--- config.mk ---
export PLATFORM = sky130hd
export DESIGN_NAME = seep_top
export DESIGN_NICKNAME = d
export VERILOG_FILES = /design/src/include/seep_pkg.sv /design/src/hw/seep_fifo.sv /design/src/hw/seep_top.sv
export SDC_FILE = /design/constraint.sdc
export NUM_CORES = 1
export LEC_CHECK = 0
export ABC_AREA = 1
export BUFFER_PORTS_ARGS = -buffer_cell sky130_fd_sc_hd__buf_2
export CAP_MARGIN = 20
export CORE_MARGIN = 3
export CORE_UTILIZATION = 37
export CTS_BUF_LIST = sky130_fd_sc_hd__clkbuf_4 sky130_fd_sc_hd__clkbuf_8
export CTS_CLUSTER_SIZE = 12
export DETAILED_ROUTE_END_ITERATION = 8
export GPL_TIMING_DRIVEN = 0
export PLACE_DENSITY = 0.58
export SYNTH_ARGS = -nofsm -noshare
export SYNTH_HDL_FRONTEND = slang
export SYNTH_SLANG_ARGS = --single-unit
--- constraint.sdc ---
create_clock -name i_mclk -period 2.4 [get_ports i_mclk]
set_input_delay 0.24 -clock i_mclk [delete_from_list [all_inputs] [get_ports i_mclk]]
set_output_delay 0.24 -clock i_mclk [all_outputs]
set_load 0.02 [all_outputs]
--- src/include/seep_pkg.sv ---
/*
  shared constants for the two-wire serial eeprom slave: array geometry,
  bus selection code, page buffer depth, state encoding and programming time.
  assumes a 250 mhz system clock that oversamples the bus pins.
*/
package seep_pkg;
  localparam int unsigned ADDR_W = 8;
  localparam int unsigned DATA_W = 8;
  localparam int unsigned MEM_DEPTH = 256;
  localparam int unsigned PAGE_BYTES = 16;
  localparam int unsigned PAGE_BITS = 4;
  localparam logic [3:0] DEV_CODE = 4'ha;
  localparam int unsigned FIFO_DEPTH = 16;
  localparam int unsigned CLK_MHZ = 250;
  localparam int unsigned PROG_TIME_US = 5000;
  // longest time: exact product of 5000 us and 250 cycles per us, no rounding
  localparam int unsigned PROG_CYCLES = PROG_TIME_US * CLK_MHZ;
  localparam int unsigned PROG_CNT_W = 21;
  typedef enum logic [2:0] {
    SEEP_IDLE = 3'b000,
    SEEP_DEVSEL = 3'b001,
    SEEP_WADDR = 3'b011,
    SEEP_WDATA = 3'b010,
    SEEP_RDATA = 3'b110,
    SEEP_PROG = 3'b111,
    SEEP_IGNORE = 3'b101
  } seep_state_e;
endpackage

--- src/hw/seep_fifo.sv ---
/*
  small synchronous fifo of flip-flops, valid and ready on both sides.
  assumes a single clock and a synchronous active-low reset.
*/
`timescale 1ns/1ps
`default_nettype none
module seep_fifo #(
  parameter int unsigned WIDTH = 12,
  parameter int unsigned DEPTH = 16
) (
  input wire logic i_mclk,               // system clock
  input wire logic i_rst_n,              // sync reset, low active
  input wire logic i_flush,              // drop all content
  input wire logic i_in_valid,           // write request
  output logic o_in_ready,               // room available
  input wire logic [WIDTH-1:0] i_in_data, // write word
  output logic o_out_valid,              // word available
  input wire logic i_out_ready,          // read request
  output logic [WIDTH-1:0] o_out_data    // head word
);
  localparam int unsigned PW = $clog2(DEPTH);
  logic [WIDTH-1:0] mem_r [DEPTH];
  logic [PW-1:0] wp_r;
  logic [PW-1:0] rp_r;
  logic [PW:0] cnt_r;
  logic push;
  logic pop;
  assign o_in_ready = (cnt_r != (PW+1)'(DEPTH));
  assign o_out_valid = (cnt_r != '0);
  assign o_out_data = mem_r[rp_r];
  assign push = i_in_valid && o_in_ready;
  assign pop = o_out_valid && i_out_ready;
  always_ff @(posedge i_mclk)
  begin
    if (push)
    begin
      mem_r[wp_r] <= i_in_data;
    end
  end
  always_ff @(posedge i_mclk)
  begin
    if (!i_rst_n || i_flush)
    begin
      wp_r <= '0;
      rp_r <= '0;
      cnt_r <= '0;
    end
    else
    begin
      if (push)
      begin
        wp_r <= wp_r + 1'b1;
      end
      if (pop)
      begin
        rp_r <= rp_r + 1'b1;
      end
      cnt_r <= cnt_r + (PW+1)'(push) - (PW+1)'(pop);
    end
  end
endmodule
`default_nettype wire

--- src/hw/seep_top.sv ---
/*
  two-wire serial eeprom slave: bit engine, byte sequencer, page buffer,
  self-timed programming and flip-flop array.
  assumes bus pins asynchronous to i_mclk and well below its rate;
  i_rst_n stands for the internal power-on reset.
*/
`timescale 1ns/1ps
`default_nettype none
module seep_top #(
  parameter int unsigned PROG_CYCLES = seep_pkg::PROG_CYCLES
) (
  input wire logic i_mclk,               // 250 mhz clock
  input wire logic i_rst_n,              // power-on reset, low active
  input wire logic i_scl,                // bus clock from master
  input wire logic i_sda,                // bus data level
  output logic o_sda,                    // bus data drive value (always 0)
  output logic o_sda_oe_n,               // low: pull data line low
  input wire logic i_wp,                 // write protect
  input wire logic i_address_select_bit0, // select pin 0
  input wire logic i_address_select_bit1, // select pin 1
  input wire logic i_address_select_bit2, // select pin 2
  output logic o_busy                    // programming in progress
);
  // ------------------------------------------------------------
  // pin sampling
  // ------------------------------------------------------------
  logic [2:0] scl_sr;
  logic [2:0] sda_sr;
  logic [2:0] sel_sr [3];
  logic [2:0] wp_sr;
  logic scl_r;
  logic sda_r;
  always_ff @(posedge i_mclk)
  begin
    scl_sr <= {scl_sr[1:0], i_scl};
    sda_sr <= {sda_sr[1:0], i_sda};
    wp_sr <= {wp_sr[1:0], i_wp};
    sel_sr[0] <= {sel_sr[0][1:0], i_address_select_bit0};
    sel_sr[1] <= {sel_sr[1][1:0], i_address_select_bit1};
    sel_sr[2] <= {sel_sr[2][1:0], i_address_select_bit2};
  end
  // a level change counts once stages two and three agree
  always_ff @(posedge i_mclk)
  begin
    if (!i_rst_n)
    begin
      scl_r <= 1'b1;
      sda_r <= 1'b1;
    end
    else
    begin
      if (scl_sr[1] == scl_sr[2])
      begin
        scl_r <= scl_sr[2];
      end
      if (sda_sr[1] == sda_sr[2])
      begin
        sda_r <= sda_sr[2];
      end
    end
  end
  logic scl_d;
  logic sda_d;
  always_ff @(posedge i_mclk)
  begin
    scl_d <= scl_r;
    sda_d <= sda_r;
  end
  wire scl_rise = scl_r && !scl_d;
  wire scl_fall = !scl_r && scl_d;
  wire start_ev = scl_r && scl_d && sda_d && !sda_r;
  wire stop_ev = scl_r && scl_d && !sda_d && sda_r;
  wire [2:0] sel_pins = {sel_sr[2][2], sel_sr[1][2], sel_sr[0][2]};
  wire wp_hi = wp_sr[2];

  // ------------------------------------------------------------
  // state and byte engine
  // ------------------------------------------------------------
  seep_pkg::seep_state_e state_r;
  logic [3:0] bit_cnt_r;
  logic [7:0] shift_r;
  logic [7:0] ptr_r;
  logic ack_phase_r;
  logic ack_drv_r;
  localparam int unsigned PROG_CNT_W_L = seep_pkg::PROG_CNT_W;
  logic [PROG_CNT_W_L-1:0] prog_cnt_r;
  logic [7:0] mem_r [seep_pkg::MEM_DEPTH];

  function automatic logic sel_match(input logic [7:0] b, input logic [2:0] pins);
    sel_match = (b[7:4] == seep_pkg::DEV_CODE) && (b[3:1] == pins);
  endfunction

  wire byte_done = scl_rise && (bit_cnt_r == 4'h7) && !ack_phase_r;
  wire [7:0] byte_val = {shift_r[6:0], sda_r};

  // page buffer: words {low address, data}
  logic fifo_in_valid;
  logic fifo_in_ready;
  logic fifo_out_valid;
  logic fifo_out_ready;
  logic [11:0] fifo_out_data;
  logic fifo_flush;
  logic [7:0] page_base_r;
  // the countdown runs on while the buffer drains, so the bytes add no time
  wire prog_done = (state_r == seep_pkg::SEEP_PROG) && (prog_cnt_r == '0) && !fifo_out_valid;

  // byte received in data phase goes to the page buffer; bytes beyond
  // sixteen are dropped rather than rolled over, a known limitation
  assign fifo_in_valid = byte_done && (state_r == seep_pkg::SEEP_WDATA) && fifo_in_ready;
  assign fifo_out_ready = (state_r == seep_pkg::SEEP_PROG);
  // a new frame from standby drops bytes left by a refused protected write
  assign fifo_flush = (state_r == seep_pkg::SEEP_IDLE) && start_ev;

  seep_fifo #(
    .WIDTH(12),
    .DEPTH(seep_pkg::FIFO_DEPTH)
  ) u_page (
    .i_mclk(i_mclk),
    .i_rst_n(i_rst_n),
    .i_flush(fifo_flush),
    .i_in_valid(fifo_in_valid),
    .o_in_ready(fifo_in_ready),
    .i_in_data({ptr_r[3:0], byte_val}),
    .o_out_valid(fifo_out_valid),
    .i_out_ready(fifo_out_ready),
    .o_out_data(fifo_out_data)
  );

  always_ff @(posedge i_mclk)
  begin
    if (!i_rst_n)
    begin
      state_r <= seep_pkg::SEEP_IDLE;
      bit_cnt_r <= 4'h0;
      shift_r <= 8'h00;
      ack_phase_r <= 1'b0;
      ack_drv_r <= 1'b0;
      ptr_r <= 8'h00;
      page_base_r <= 8'h00;
      prog_cnt_r <= '0;
    end
    else if (state_r == seep_pkg::SEEP_PROG)
    begin
      // bus ignored entirely while programming
      ack_drv_r <= 1'b0;
      if (prog_cnt_r != '0)
      begin
        prog_cnt_r <= prog_cnt_r - 1'b1;
      end
      if (prog_done)
      begin
        state_r <= seep_pkg::SEEP_IDLE;
      end
    end
    else if (stop_ev)
    begin
      ack_drv_r <= 1'b0;
      // program only what was received, never under protect
      if (state_r == seep_pkg::SEEP_WDATA && fifo_out_valid && !wp_hi)
      begin
        state_r <= seep_pkg::SEEP_PROG;
        prog_cnt_r <= PROG_CNT_W_L'(PROG_CYCLES - 1);
      end
      else
      begin
        state_r <= seep_pkg::SEEP_IDLE;
      end
    end
    else if (start_ev)
    begin
      state_r <= seep_pkg::SEEP_DEVSEL;
      bit_cnt_r <= 4'h0;
      ack_phase_r <= 1'b0;
      ack_drv_r <= 1'b0;
    end
    else if (state_r != seep_pkg::SEEP_IDLE && state_r != seep_pkg::SEEP_IGNORE)
    begin
      if (scl_rise && !ack_phase_r)
      begin
        shift_r <= byte_val;
        bit_cnt_r <= bit_cnt_r + 1'b1;
      end
      if (byte_done)
      begin
        ack_phase_r <= 1'b1;
        bit_cnt_r <= 4'h0;
        unique case (state_r)
          seep_pkg::SEEP_DEVSEL:
          begin
            if (sel_match(byte_val, sel_pins))
            begin
              state_r <= byte_val[0] ? seep_pkg::SEEP_RDATA : seep_pkg::SEEP_WADDR;
            end
            else
            begin
              state_r <= seep_pkg::SEEP_IGNORE;
            end
          end
          seep_pkg::SEEP_WADDR:
          begin
            ptr_r <= byte_val;
            page_base_r <= byte_val;
            state_r <= seep_pkg::SEEP_WDATA;
          end
          seep_pkg::SEEP_WDATA:
          begin
            ptr_r <= {ptr_r[7:4], ptr_r[3:0] + 4'h1};
          end
          default:
          begin
          end
        endcase
      end
      if (scl_fall && ack_phase_r && !ack_drv_r)
      begin
        ack_drv_r <= 1'b1; // own the ninth bit
      end
      else if (scl_fall && ack_drv_r)
      begin
        ack_drv_r <= 1'b0;
        ack_phase_r <= 1'b0;
        if (state_r == seep_pkg::SEEP_RDATA)
        begin
          // read data is not served: let go of the bus until the next start
          state_r <= seep_pkg::SEEP_IGNORE;
        end
      end
    end
  end

  // ------------------------------------------------------------
  // array write on drain of the page buffer
  // ------------------------------------------------------------
  always_ff @(posedge i_mclk)
  begin
    if (fifo_out_ready && fifo_out_valid && !wp_hi)
    begin
      mem_r[{page_base_r[7:4], fifo_out_data[11:8]}] <= fifo_out_data[7:0];
    end
  end

  // the line is only ever pulled low, for acknowledge
  always_ff @(posedge i_mclk)
  begin
    if (!i_rst_n)
    begin
      o_sda_oe_n <= 1'b1;
      o_sda <= 1'b0;
      o_busy <= 1'b0;
    end
    else
    begin
      o_sda <= 1'b0;
      o_sda_oe_n <= !(ack_drv_r && state_r != seep_pkg::SEEP_PROG);
      o_busy <= (state_r == seep_pkg::SEEP_PROG);
    end
  end
endmodule
`default_nettype wire

Word level (Yosys, flattened, before mapping)
Memory sizes are Yosys's and may differ from the RTL's.
Cells that the tools add are included.
- reductions and logical operators: 54
- multiply operators: 0
- order comparisons: 0
- div/mod/pow operators: 0
- bitwise gates (word level): 4
- shift operators: 0
- add/subtract/negate cells: 4
- equality and inequality tests: 15
- muxes and demuxes: 28
- operators with widths (cell ; count):
    two-way mux 21 bit ; 4
    two-way mux 3 bit ; 12
    logical AND 1 bit ; 25
    zero test 21 bit ; 1
    nonzero test 21 bit ; 1
    subtractor 21 x 1 -> 21 bit, second input constant ; 1
    two-way mux 4 bit ; 4
    zero test 1 bit ; 10
    nonzero test 2 bit ; 4
    two-way mux 1 bit ; 7
    equality test 3 x 2 -> 1 bit, second input constant ; 2
    equality test 3 bit, second input constant ; 2
    inequality test 3 bit, second input constant ; 2
    one-hot mux 3 bit (2 select lines) ; 1
    AND reduction 3 bit ; 2
    nonzero test 3 bit ; 2
    adder 5 x 1 -> 5 bit ; 1
    inequality test 5 bit, second input constant ; 1
    AND reduction 5 bit ; 1
    nonzero test 5 bit ; 1
    subtractor 5 x 1 -> 5 bit ; 1
    adder 4 x 1 -> 4 bit, second input constant ; 1
    equality test 4 x 3 -> 1 bit, second input constant ; 1
    equality test 4 bit, second input constant ; 1
    other kinds (11) ; 17
- input port bits: 8
- bits in latches: 0
- logic and storage cells: 122
- memories: 1
- memory bits (read-only): 0
- bits in registers: 57
- memory bits (writable): 9
- memory list (name ; depth ; width ; read ports ; clocked after memory_dff ; write ports ; RTL line ; text):
    sel_sr ; 3 ; 3 ; 3 ; 0 ; 3 ; seep_top.sv:29 ; logic [2:0] sel_sr [3];

Logic depth before layout (Yosys ltp)
Gate-level depths: netlist of run 1.
An unclocked memory read counts as a cell.
- word-level depth: 13
- gate-level depth with buffers: 15
- gate-level depth less buffers: 15

Hierarchy
A second synthesis of run 1 with hierarchy kept.
- cell total of the unflattened synthesis: 1337
- area, all modules: 12176.7 µm²
- modules (own cells, without submodules) (module ; area each (µm²) ; cells each ; instances):
    seep_fifo ; 9158.8 ; 910 ; 1
    seep_top ; 3017.9 ; 427 ; 1

Worst setup path before layout of run 1
Ideal clock, no wire load.
- kind: flip-flop to flip-flop
- from: register bit_cnt_r[0]
- to: register u_page.cnt_r[4]
- path slack: 84 ps
- cell stages (with the launch flop): 16
- period minus slack after synthesis: 2316 ps
- data required time: 2263 ps
- arrival: 2179 ps
- cells stage by stage: dfxtp_1 > ha_1 > nand3_1 > nor2_1 > nand2_1 > inv_1 > nand2_1 > a41oi_1 > ha_1 > inv_1 > fa_1 > nor2_1 > nor2_1 > nor2_1 > o21ai_0 > nor3b_1
- cells in the longest elaborated chain, start to end: 8
- ends and longest elaborated chain (what ; RTL line ; text):
    from (decl) ; seep_top.sv:80 ; logic [3:0] bit_cnt_r;
    from (signal assigned) ; seep_top.sv:181 ; bit_cnt_r <= bit_cnt_r + 1'b1;
    equality test 4 x 3 -> 1 bit ; seep_top.sv:93 ; wire byte_done = scl_rise && (bit_cnt_r == 4'h7) && !ack_phase_r;
    logical AND 1 bit (2 in a row) ; seep_top.sv:93 ;
    logical AND 1 bit (2 in a row) ; seep_top.sv:109 ; assign fifo_in_valid = byte_done && (state_r == seep_pkg::SEEP_WDATA) && fifo_in_ready;
    logical AND 1 bit ; seep_fifo.sv:31 ; assign push = i_in_valid && o_in_ready;
    adder 5 x 1 -> 5 bit ; seep_fifo.sv:58 ; cnt_r <= cnt_r + (PW+1)'(push) - (PW+1)'(pop);
    subtractor 5 x 1 -> 5 bit ; seep_fifo.sv:58 ;
    to (signal assigned) ; seep_fifo.sv:58 ;
    to (decl) ; seep_fifo.sv:25 ; logic [PW:0] cnt_r;
No other way between the ends.
A chain may end at the register's enable or synchronous reset.

Final worst setup path of run 1
- from: register bit_cnt_r[1]
- to: register u_page.cnt_r[4]
Same word-level chain as after synthesis.

==> results.txt, run 1 <==
* Outcome: finished, final reports clean
- Max Root-Sink Buffers: 2
- Dividing total power by cell area gives a power density of 549 nW/um^2.
- Number of slew-limit violations in the final report: 0
* Endpoints failing hold: 0
- The synthesized design contains between 60 and 70 register bits.
* Total GRT Usage: between 15 and 20%
- Setup violations remaining at the end of the flow were counted as 0.
- TritonCTS clock tree: built
- For this run, the top clock speed supported by timing is 420 MHz.
* EDFF count, synth: 0
- At the end of the flow, the number of nets in the layout was about 500.
* Commonest cells after routing, fill and taps aside: 85 x sky130_fd_sc_hd__nand2_1, 79 x sky130_fd_sc_hd__nor2_1, 59 x sky130_fd_sc_hd__dfxtp_1, 46 x sky130_fd_sc_hd__inv_1
- Register-to-register setup slack: 0.02 ns
* Syn nets: around 470
- After clock tree synthesis, the clock-pin slew on the worst setup and hold paths is about 0.080 ns.
* Count of port buffers added during placement: 9
- First-pass GRT wire length: roughly 12000 um
* Pin count of the biggest net entering global routing: 13
- Worst slew slack as a fraction of its limit: between 50% and 60%
- In this run the horizontal extent of the chip is 99.6 um.
* Layout Cells excl Fill: around 600
* Area of the placeable core: about 8400 sq um
- Counting the fill cells in the layout gives approximately 870.
* Final critical-path required period: between 2 and 2.5 ns
* Number of buffers added by the clock tree synthesis step: 9
- The via count of the first global-routing pass is roughly 2600.
- Of the available clock period, the critical path in the final layout requires 99.3%.
* Max_cap viols: 0
* Synth Cell Area: between 3000 and 4000 sq um
- After detailed routing, the average wire length per cell comes to about 12 um.
- After detailed routing, the number of remaining DRC violations is 0.
* Worst slack after detailed placement: -0.271 ns
- Adding up every negative setup slack in the final design gives 0 ns.
* DRT Pass-1 Iters: 5
- Number of violations reported at the end of detailed-routing iteration 0: 176
* Area of the die: between 9000 and 10000 sq um
- After detailed routing, the number of vias per cell comes to around 4.9.
- Routability-driven placement congestion ratio: between 0.8 and 0.9
* Share of layout cells above drive strength 1: between 10% and 20%
- The worst setup path is captured at a flop.
* Number of vias in the routed layout: around 2900
- The repair_antennas step left the layout with diodes totalling 0.
- The worst setup path is of the flop to flop kind.
- The finished cells cover 3840 sq um.
- Final antenna-violating net count: 0
- Number of cells after detailed placement: about 560
- Clock skew on the completed layout was measured at 0.0110 ns.
- Placement Cell Area: ~3400 sq um
- Average footprint of a synthesized cell: 7.22 sq um
- I/O pin count: 11
- Summing the sequential cell areas from Yosys gives approximately two fifths of the chip area.
* Sequential cell area: 1330 sq um
* Root Buffer Master: sky130_fd_sc_hd__clkbuf_8
- Synthesis produced a netlist whose cell count is approximately 450.
- Counting flops with an async set or reset pin after synthesis yields a share of 0%.
- Number of library cell types mapped by synthesis: 43
* Clock sinks: 66
- At the pin with the least slew margin, the transition time is slightly above 0.7 ns.
- Relative to the synthesized area, the layout overhead comes to 18.6%.
* Maximum fanout along the worst path: 3
- After global routing the overflow that remains totals 0.
- P_leak: 0.00165 uW
* Total Wirelength: ~7100 um
- Starting utilization of the core area: around 39%
- Overall power consumption: about 2100 uW
* Die Height: approximately 100 um
- RSZ-0062 raised after global routing: true
- The later pin in the worst-skew pair is clocked with a latency of between 0.3 and 0.4 ns.
- Most instantiated flip-flop cell in the synthesis netlist: sky130_fd_sc_hd__dfxtp_1
- Arrival time worst endpoint: 2.59 ns
- Type of the most critical hold path: input port to flop
- After floorplanning, the core was divided into 33 placement rows.
* Element type at the critical path start: flop
- The multi-input combinational cells in the finished layout cover a total of 1740 sq um.
* VDD IR max: 505 uV
* Maximum level of the CTS H-tree: 3
* Number of antenna violations at the first check in global routing: 0
* Most common cell after layout, fill and taps aside: sky130_fd_sc_hd__nand2_1
- After legalization and detailed placement, the total HPWL measured between 4000 and 5000 um.
* Synth Warn #: 0
* Required time worst endpoint: between 2 and 3 ns
- Post-route worst setup slack: 0.0169 ns
[Yosys cell counts (4+ instances only)]
cell type                  count  share of area, %
sky130_fd_sc_hd__a21oi_1      31               4.8
sky130_fd_sc_hd__a21oi_2       5               1.4
sky130_fd_sc_hd__clkbuf_1      4              0.46
sky130_fd_sc_hd__dfxtp_1      66                41
sky130_fd_sc_hd__ha_1          8               3.1
sky130_fd_sc_hd__inv_1        52               6.0
sky130_fd_sc_hd__nand2_1      87                10
sky130_fd_sc_hd__nand2_2       4              0.77
sky130_fd_sc_hd__nand3_1      32               4.9
sky130_fd_sc_hd__nand4_1       7               1.4
sky130_fd_sc_hd__nor2_1       83               9.6
sky130_fd_sc_hd__nor3_1        5              0.77
sky130_fd_sc_hd__nor3b_1       4              0.93
sky130_fd_sc_hd__o21ai_0      15               2.3
sky130_fd_sc_hd__o21ai_2       5               1.4
[where the power goes]
part,leakage (uW),switching [uW],internal [uW]
registers,0.000542,18.0,1120
logic,0.00102,77.2,44.3
clock network,0.0000847,445,402
[worst max-delay path, stage by stage, from the launching register on]
cell	delay, ns
sky130_fd_sc_hd__dfxtp_2	0.37
sky130_fd_sc_hd__ha_4	0.16
sky130_fd_sc_hd__nand3_4	0.09
sky130_fd_sc_hd__nor2_4	0.13
sky130_fd_sc_hd__nand2_2	0.07
sky130_fd_sc_hd__inv_2	0.07
sky130_fd_sc_hd__nand2_2	0.05
sky130_fd_sc_hd__a41oi_2	0.17
sky130_fd_sc_hd__ha_2	0.22
sky130_fd_sc_hd__inv_2	0.04
sky130_fd_sc_hd__fa_2	0.38
sky130_fd_sc_hd__nor2_4	0.13
sky130_fd_sc_hd__nor2_2	0.05
sky130_fd_sc_hd__nor2_2	0.11
sky130_fd_sc_hd__o21ai_1	0.07
sky130_fd_sc_hd__nor3b_2	0.15
[kinds of logic after synthesis]
family                     Yosys count  synth area share (%)
and+or+nand+nor                    237                  32.9
AOI/OAI and AO/OA                   67                  12.4
DFF                                 66                  40.8
buffers and inverters               63                  8.45
adders and majority gates            9                  3.71
xor gates and xnor gates             6                  1.62
other                                1                 0.116
[what timing repair did]
action / in CTS / in global routing
gates resized for setup: 12 / 22
setup buffers: 5 / 6
pin swaps: 4 / 10
endpoints found under the hold margin: 6 / 0
setup endpoints to repair: 1 / 1
hold buffers: 6 / 0
[per-stage QoR]
step                      hold WS, ns  utilization [%]
final                           0.228             45.9
after CTS                       0.208             44.4
after detailed placement        0.312             40.8
after floorplan                 0.268                -
after global routing            0.239             45.9
after global placement          0.311             40.8
[metal layers]
layer  wire (um)  vias to the layer above  track usage (%)  part of all wire (%)
met5           0                        -                0                     0
met4          93                        0             5.67                   1.3
met3         353                        8             2.95                   5.0
met2        3190                       84             22.9                    45
met1        3440                     1298             21.7                    49
li1            -                     1520                -                     -
[worst paths after layout]
kind	depth (start not counted)	end	from
worst max-delay path	15	u_page.cnt_r[4]	bit_cnt_r[1]
worst min-delay path	3	bit_cnt_r[0]	i_rst_n
worst max register to register	15	u_page.cnt_r[4]	bit_cnt_r[1]
worst min register to register	0	sel_sr[0][2]	sel_sr[0][1]
[final cells by class]
class	instances	share of cell area, %
inverter	54	5.27
buffer	9	1.86
tap	105	3.42
clock inverter	6	1.07
sequential	66	34.7
clock buffer	10	3.58
timing repair buffer	26	4.88
multi-input combinational	320	45.2
[registers in the layout, indices dropped and copies added (netlist names), 3 cells and up]
register and flops:
shift_r 7, state_r 3, bit_cnt_r 4, scl_sr 3, sel_sr 9, u_page.cnt_r 5, prog_cnt_r 21, sda_sr 3
wp_sr 3
Note: power is estimated with default switching activity, not from simulation.
==> run 2: changes to the inputs <==
- BUFFER_PORTS_ARGS: -buffer_cell sky130_fd_sc_hd__buf_2 -> -buffer_cell sky130_fd_sc_hd__buf_4
==> run 2 against run 1 <==
Largest cell class unchanged; design area grew 1.6%; clock-buffer cell count shrank 1; setup slack lost 0.011 ns; first-iteration DRC count grew 16%; combinational power is essentially flat; via count shrank 0.79%; worst hold slack lost 0.016 ns; clock skew shrank 0.0030 ns; wire length shrank 1.2%; critical path depth shrank 1; sequential power is essentially flat; utilization grew 0.73 points.
==> results.txt, run 2 (synthesis results as in run 1) <==
* Maximum fanout along the worst path: 7 (+4)
* Max_cap viols: 0 (unchanged)
- Number of flip-flops under the largest register name: 21 (unchanged)
- Via-to-Cell Ratio: 4.86 (-0.46%)
- The setup TNS after final layout is 0 ns (unchanged).
* Number of violations reported at the end of detailed-routing iteration 0: 205 (+16%)
* Root Buffer Master: sky130_fd_sc_hd__clkbuf_8
- Clock insertion delay at the later pin of the skew report: 0.34 ns (about the same)
* Register containing the most flip-flops in the final layout: prog_cnt_r
* Endpoint of the worst-slack reg-to-reg timing path: u_page.cnt_r[4]
* Area of the die: 9920 sq um (unchanged)
* Hold Path Depth: 3 (unchanged)
- In this run the worst hold path is classified as input port to flop.
- Gr ovfl total: 0 (unchanged)
- The setup slack of the worst register-to-register path is 0.006 ns (about the same).
- The share of post-route cells with drive strength above 1 came to 18.8% (-0.94 points).
- The headroom to the max-slew limit is 54.7% (+2.9 points).
- VDD IR max: 383 uV (-24%)
- The count of nets left with antenna violations after detail routing is 0 (unchanged).
- Setup repair after global routing could not meet its margin everywhere.
- Power per Cell Area: 620 nW/um^2 (+13%)
- Hold wc startpoint: i_rst_n
- Cells on worst reg2reg path: 14 (-1)
* DRT Pass-1 Iters: 5 (unchanged)
- In the layout the commonest cells are 85 x sky130_fd_sc_hd__nand2_1, 81 x sky130_fd_sc_hd__nor2_1, 59 x sky130_fd_sc_hd__dfxtp_1, 46 x sky130_fd_sc_hd__inv_1.
- Vias in the first global route: 2597 (-1.9%)
* Count of port buffers added during placement: 9 (unchanged)
- Count of standard-cell rows: 33 (unchanged)
- Overall power consumption: 2420 uW (+15%)
- The average wire per cell in the routed design came to 11.8 um (-0.83%).
- Final critical-path required period: 2.39 ns (+0.0112 ns)
- The total inserted antenna cells was 0 (unchanged).
- The number of levels the H-tree was split into was 3 (unchanged).
* Number of fill cells: 823 (-5.1%)
- Placement Cell Area: 3440 sq um (+0.66%)
- The final weighted congestion in routability-driven placement came to 0.884 (+0.39%).
- The wire length of the first global-routing pass is 11900 um (-2.8%).
- The total routing resource utilization after global routing is 14.9% (-0.40 points).
* Starting utilization of the core area: 38.7% (unchanged)
- Pin count of the biggest net entering global routing: 14 (+1)
- Net count of the finished layout: 501 (-0.40%)
- Hold Path Sink: bit_cnt_r[0]
* Most common cell after layout, fill and taps aside: sky130_fd_sc_hd__nand2_1
- The transition time at the pin with the least slew margin is 0.673 ns (-0.0427 ns).
* Endpoints failing hold: 0 (unchanged)
- I/O pin count: 11 (unchanged)
* Outcome: finished, final reports clean
- STA classifies the critical path endpoint as a flop.
- The critical path in this run is classified as flop to flop.
* Number of slew-limit violations in the final report: 0 (unchanged)
- The total leakage power came to 0.00167 uW (+1.7%).
- The post-layout instance area is 3910 sq um (+1.6%).
* Max Root-Sink Buffers: 2 (unchanged)
* Clock edge transition at the registers on the reported setup and hold paths: 0.08 ns (about the same)
- Element type at the critical path start: flop
- The initial antenna violation count came to 0 (unchanged).
- The area of the core is 8380 sq um (unchanged).
- TritonCTS clock tree: built
- Placed wire-length estimate after detailed placement: 4930 um (-1.4%)
- Compared with the post-synthesis result, the final layout area differs by 20.5%.
- The share of the clock period used by the worst path after layout is 99.8% (+0.47 points).
- The total length of routed wires came to 7000 um (-1.2%).
* Required time worst endpoint: 2.61 ns (about the same)
- The horizontal die dimension came to 99.6 um (unchanged).
- The upper clock frequency limit is 418 MHz (-0.47%).
- Number of buffers added by the clock tree synthesis step: 9 (unchanged)
* Biggest registers after layout: prog_cnt_r x21, sel_sr x9, shift_r x7
- Number of vias in the routed layout: 2887 (-0.79%)
- The total clock sinks came to 66 (unchanged).
- The worst hold slack across all endpoints was 0.212 ns (-0.0156 ns).
* Arrival time worst endpoint: 2.60 ns (about the same)
* Die Height: 99.6 um (unchanged)
- The number of setup violations in the final report was 0 (unchanged).
* Origin of the critical flop-to-flop path: state_r[0]
- The total DRC errors in the routed layout came to 0 (unchanged).
* Clk_skew: 0.00806 ns (-0.00299 ns)
[run 2: changes by cell type in the layout (fill, tap and decap cells not counted), sizes merged]
cell / before / now
clkbuf: 14 / 13
clkinvlp: 3 / 1
clkinv: 3 / 2
buf: 25 / 23
inv: 54 / 55
bufinv: 0 / 3
[run 2: timing repair]
| item | CTS | global route |
|---|---|---|
| endpoints found under the hold margin | 6 | 0 |
| resized for setup | 11 | 19 |
| setup buffers | 5 | 4 |
| pin swaps | 4 | 11 |
| endpoints found under the setup margin | 1 | 1 |
| cloned | 0 | 0 |
| hold buffers | 6 | 0 |
[run 2: critical path, stage by stage (launching register included)]
cell and delay, ns:
sky130_fd_sc_hd__dfxtp_2 0.41, sky130_fd_sc_hd__nand3_2 0.12, sky130_fd_sc_hd__inv_2 0.15, sky130_fd_sc_hd__nand2_1 0.08, sky130_fd_sc_hd__inv_2 0.09, sky130_fd_sc_hd__ha_4 0.20
sky130_fd_sc_hd__inv_1 0.06, sky130_fd_sc_hd__ha_2 0.18, sky130_fd_sc_hd__inv_2 0.04, sky130_fd_sc_hd__fa_2 0.37, sky130_fd_sc_hd__nor2_2 0.13, sky130_fd_sc_hd__nor2_1 0.07
sky130_fd_sc_hd__nor2_1 0.15, sky130_fd_sc_hd__o21ai_1 0.09, sky130_fd_sc_hd__nor3b_1 0.13
[run 2: worst max-delay path by stage]
stage	start	endpoint	slack, ns	cells past startpoint
5_1_grt	bit_cnt_r[1]	u_page.cnt_r[4]	-0.18	15
3_5_place_dp	bit_cnt_r[0]	u_page.cnt_r[4]	-0.26	15
2_1_floorplan	bit_cnt_r[0]	u_page.cnt_r[4]	0.08	15
3_3_place_gp	bit_cnt_r[0]	u_page.cnt_r[4]	-0.24	15
6_report	state_r[0]	u_page.cnt_r[4]	0.006	14
4_1_cts	state_r[0]	u_page.cnt_r[4]	0.009	14
[run 2: cell type report]
| type | instances | area, sq um | share of cell area [%] |
|---|---|---|---|
| multi-input combinational | 320 | 1720 | 44.2 |
| sequential | 66 | 1330 | 34.1 |
| inverter | 54 | 203 | 5.19 |
| timing repair buffer | 24 | 195 | 5.00 |
| tap | 105 | 131 | 3.36 |
| clock buffer | 9 | 124 | 3.17 |
| clock inverter | 7 | 124 | 3.17 |
| buffer | 9 | 71.3 | 1.83 |
[run 2: stage by stage]
step | cells | util, % | worst slack (ns)
CTS | 590 | 45.5 | 0.00897
global route | 594 | 46.6 | -0.184
floorplan | 449 | - | 0.0843
global placement | 563 | 41.1 | -0.236
finish | 594 | 46.6 | 0.00572
detailed placement | 563 | 41.1 | -0.256
[run 2: power by group]
group | internal [uW] | total (uW) | switching, uW
Combinational | 47.4 | 124 | 76.6
Sequential | 1120 | 1140 | 17.8
Clock | 699 | 1160 | 461
[run 2: routing by layer]
metal | GRT usage, % | share of wire [%]
met1 | 20.9 | 50
met2 | 22.3 | 45
met3 | 2.73 | 4.3
met4 | 6.30 | 1.3
met5 | 0 | 0
==> run 3: changes to the inputs <==
- CORE_UTILIZATION: 37 -> 25
- PLACE_DENSITY: 0.58 -> 0.44
==> run 3 against run 2 <==
Sequential share of layout area fell by 0.25 points; die area increased by 45%; maximum frequency rose by 1.6%; sequential power barely moved; critical path depth grew 1; first-iteration DRC count shrank 34%; power is 12% lower; non-clock buffer count increased by 1; largest cell class unchanged; highest routed layer unchanged.
==> results.txt, run 3 (synthesis results as in run 1) <==
- Multi-input gate area in the final layout: 1730 sq um (+0.58%)
- The logic depth of the worst register-to-register path was 15 (+1).
* Total GRT Usage: 10.8% (-4.1 points)
- The worst hold path begins at i_rst_n.
* Pin slew with the least headroom to its limit: 0.671 ns (-0.00178 ns)
* Crit path max-delay cell type: sky130_fd_sc_hd__fa_2
- Clk_skew: 0.00896 ns (+0.000901 ns)
* Biggest registers after layout: prog_cnt_r x21, sel_sr x9, shift_r x7
- Relative to the synthesized area, the layout overhead comes to 21.5%.
- The number of pins with negative max-slew slack in the final report came to 0 (unchanged).
- Clock edge transition at the registers on the reported setup and hold paths: 0.08 ns (about the same)
- The total congestion overflow after global routing is 0 (unchanged).
- The vertical extent of the die was 120 um (+20%).
* Final antenna-violating net count: 0 (unchanged)
* First-pass GRT wire length: 12400 um (+4.2%)
* Root Buffer Master: sky130_fd_sc_hd__clkbuf_8
- In the layout the commonest cells are 85 x sky130_fd_sc_hd__nand2_1, 79 x sky130_fd_sc_hd__nor2_1, 58 x sky130_fd_sc_hd__dfxtp_1, 46 x sky130_fd_sc_hd__inv_1.
- The overall via count from detail_route is 2864 (-0.80%).
- Clock sinks: 66 (unchanged)
- Register-to-register setup slack: 0.04 ns (+0.04 ns)
- The shortest clock period the worst path allows after layout was 2.36 ns (-0.0378 ns).
- The share of post-route cells with drive strength above 1 is 19.6% (+0.78 points).
* I/O pin count: 11 (unchanged)
* Routability-driven placement congestion ratio: 0.808 (-8.7%)
- The number of setup violations in the final report is 0 (unchanged).
- Placement Cell Area: 3520 sq um (+2.3%)
- The maximum number of pins on one net before global-route repair came to 15 (+1).
- Drt drc: 0 (unchanged)
- Setup repair after global routing could not meet its margin everywhere.
- The number of vias per cell after detailed routing came to 4.35 (-10%).
* Number of buffers added by the clock tree synthesis step: 9 (unchanged)
- The count of placed standard cells including taps was 626 (+11%).
- Outcome: finished, final reports clean
- TritonCTS clock tree: built
- Origin of the critical flop-to-flop path: bit_cnt_r[1]
- The via count of the first global-routing pass came to 2630 (+1.3%).
* Number of fill cells: 1352 (+64%)
- Type of the setup path with the least slack: flop to flop
- Overall power consumption: 2140 uW (-12%)
* Switching power: 579 uW (+4.3%)
- The final instance count without filler cells was 658 (+11%).
* Average routed wire per standard cell: 11.2 um (-5.3%)
* Most common cell after layout, fill and taps aside: sky130_fd_sc_hd__nand2_1
- Count of standard-cell rows: 40 (+21%)
- The number of optimization iterations in the first detailed-route pass is 5 (unchanged).
- The maximum fanout count along the critical path came to 3 (-4).
- Fin area: 3940 sq um (+0.83%)
- The initial antenna violation count is 0 (unchanged).
* Element type at the critical path start: flop
* Hold Path Sink: bit_cnt_r[0]
* Number of violations reported at the end of detailed-routing iteration 0: 135 (-34%)
- The proportion of power drawn by flip-flops and latches is 53.2% (+6.2 points).
- The share of the clock period used by the worst path after layout came to 98.2% (-1.6 points).
- The total inserted antenna cells is 0 (unchanged).
- Count of port buffers added during placement: 9 (unchanged)
- The worst voltage drop across the vdd grid came to 325 uV (-15%).
- Relative contribution of the clock network to total power: 40.9% (-7.0 points)
* Max Root-Sink Buffers: 2 (unchanged)
- Counting flops per register, the top entry is prog_cnt_r.
- Net count of the finished layout: 502 (+0.20%)
- The number of flip-flops in the largest register was 21 (unchanged).
- The critical path goes through ha_4, nand3_4, nor2_4, nand2_2, inv_2, nand2_2, a41oi_2, ha_2, inv_2, fa_2, nor2_4, nor2_2, nor2_2, o21ai_1, nor3b_1.
* Area of the die: 14400 sq um (+45%)
- Endpoints failing hold: 0 (unchanged)
* Type of destination of the critical path: flop
* Slowest Stage Delay on Critical Path: 0.38 ns (-0.03 ns)
* Type of the most critical hold path: input port to flop
- The number of stages on the worst hold path came to 3 (unchanged).
- The area of the core is 12400 sq um (+47%).
* Arrival time worst endpoint: 2.57 ns (-0.03 ns)
- In this run the critical register-to-register path is captured at u_page.cnt_r[4].
* Horiz. Die Dim: 120 um (+20%)
* Part of the total power dissipated in combinational logic: 5.9% (+0.8 points)
- Maximum level of the CTS H-tree: 3 (unchanged)
- The headroom to the max-slew limit came to 54.8% (+0.12 points).
- Power per Cell Area: 543 nW/um^2 (-12%)
- Clock insertion delay at the later pin of the skew report: 0.35 ns (about the same)
- The fraction of power spent switching nets was 27.1% (+4.2 points).
- The share of the core filled with cells in the final layout is 31.9% (-15 points).
* Max_cap viols: 0 (unchanged)
- The starting utilization of the core area is 26.2% (-12 points).
* Placed wire-length estimate after detailed placement: 5230 um (+6.2%)
- The required time at the worst-slack endpoint is 2.61 ns (about the same).
- P_leak: 0.00165 uW (-1.5%)
* Total Wirelength: 7340 um (+4.9%)
- The upper clock frequency limit is 424 MHz (+1.6%).
* Sequential cell area: 1330 sq um (about the same)
- Int Pwr: 1560 uW (-17%)
==> run 3: cell types whose count changed in the layout (fill, tap and decap cells not counted) <==
cell,before,now
sky130_fd_sc_hd__buf_4,19,20
sky130_fd_sc_hd__bufinv_16,3,0
sky130_fd_sc_hd__clkinvlp_4,1,2
sky130_fd_sc_hd__dfxtp_1,59,58
sky130_fd_sc_hd__dfxtp_2,6,7
sky130_fd_sc_hd__inv_6,2,4
sky130_fd_sc_hd__nor2_1,81,79
sky130_fd_sc_hd__nor2_2,2,3
sky130_fd_sc_hd__nor2_4,2,3
==> run 3: how the worst max path moves through the flow <==
stage / from / endpoint / slack (ns) / depth (start not counted)
final: bit_cnt_r[1] / u_page.cnt_r[4] / 0.04 / 15
after global routing: bit_cnt_r[1] / u_page.cnt_r[4] / -0.09 / 15
after CTS: bit_cnt_r[0] / u_page.cnt_r[4] / 0.008 / 15
after detailed placement: bit_cnt_r[0] / u_page.cnt_r[4] / -0.29 / 15
after global placement: bit_cnt_r[0] / u_page.cnt_r[4] / -0.28 / 15
after floorplan: bit_cnt_r[0] / u_page.cnt_r[4] / 0.08 / 15
==> run 3: per-layer routing <==
metal | vias to the layer above | part of all wire, % | wire [um] | track usage [%]
met4 | 0 | 1.4 | 106 | 3.22
met2 | 30 | 49 | 3610 | 18.5
met3 | 9 | 2.7 | 199 | 3.39
met5 | - | 0 | 0 | 0
li1 | 1516 | - | - | -
met1 | 1309 | 47 | 3430 | 12.9
==> run 3: repair_timing <==
action	CTS	global route
setup endpoints to repair	1	1
hold buffers	6	0
hold endpoints to repair	6	0
gates resized for setup	16	18
pin swaps	5	9
buffers inserted	5	5
==> run 3: critical path: cells and delay by family (launching register included) <==
kind | cells | cell delay (ns)
adders and majority gates | 3 | 0.76
AOI/OAI and AO/OA | 2 | 0.24
buffers and inverters | 2 | 0.12
and+or+nand+nor | 8 | 0.72
DFF | 1 | 0.37
==> run 3: cell type report <==
cell class / instances / area share [%]
Timing Repair Buffer: 25 / 5.15
Clock inverter: 7 / 1.49
Multi-Input combinational cell: 320 / 44.0
Tap cell: 168 / 5.34
Clock buffer: 9 / 3.15
Sequential cell: 66 / 33.9
Buffer: 9 / 1.81
Inverter: 54 / 5.15
==> run 3: metrics by stage <==
step	hold slack, ns	TNS, ns	worst slack (ns)
4_1_cts	0.183	0	0.00795
3_3_place_gp	0.313	-0.281	-0.281
3_5_place_dp	0.312	-0.294	-0.294
5_1_grt	0.187	-0.0919	-0.0919
2_1_floorplan	0.268	0	0.0843
6_report	0.199	0	0.0435
==> run 3: power groups by stage <==
stage	sequential, uW	clock [uW]	combinational (uW)
floorplan	1160	0	84.2
global placement	1160	0	116
detailed placement	1160	0	117
CTS	1140	922	127
global route	1140	966	145
finish	1140	874	126
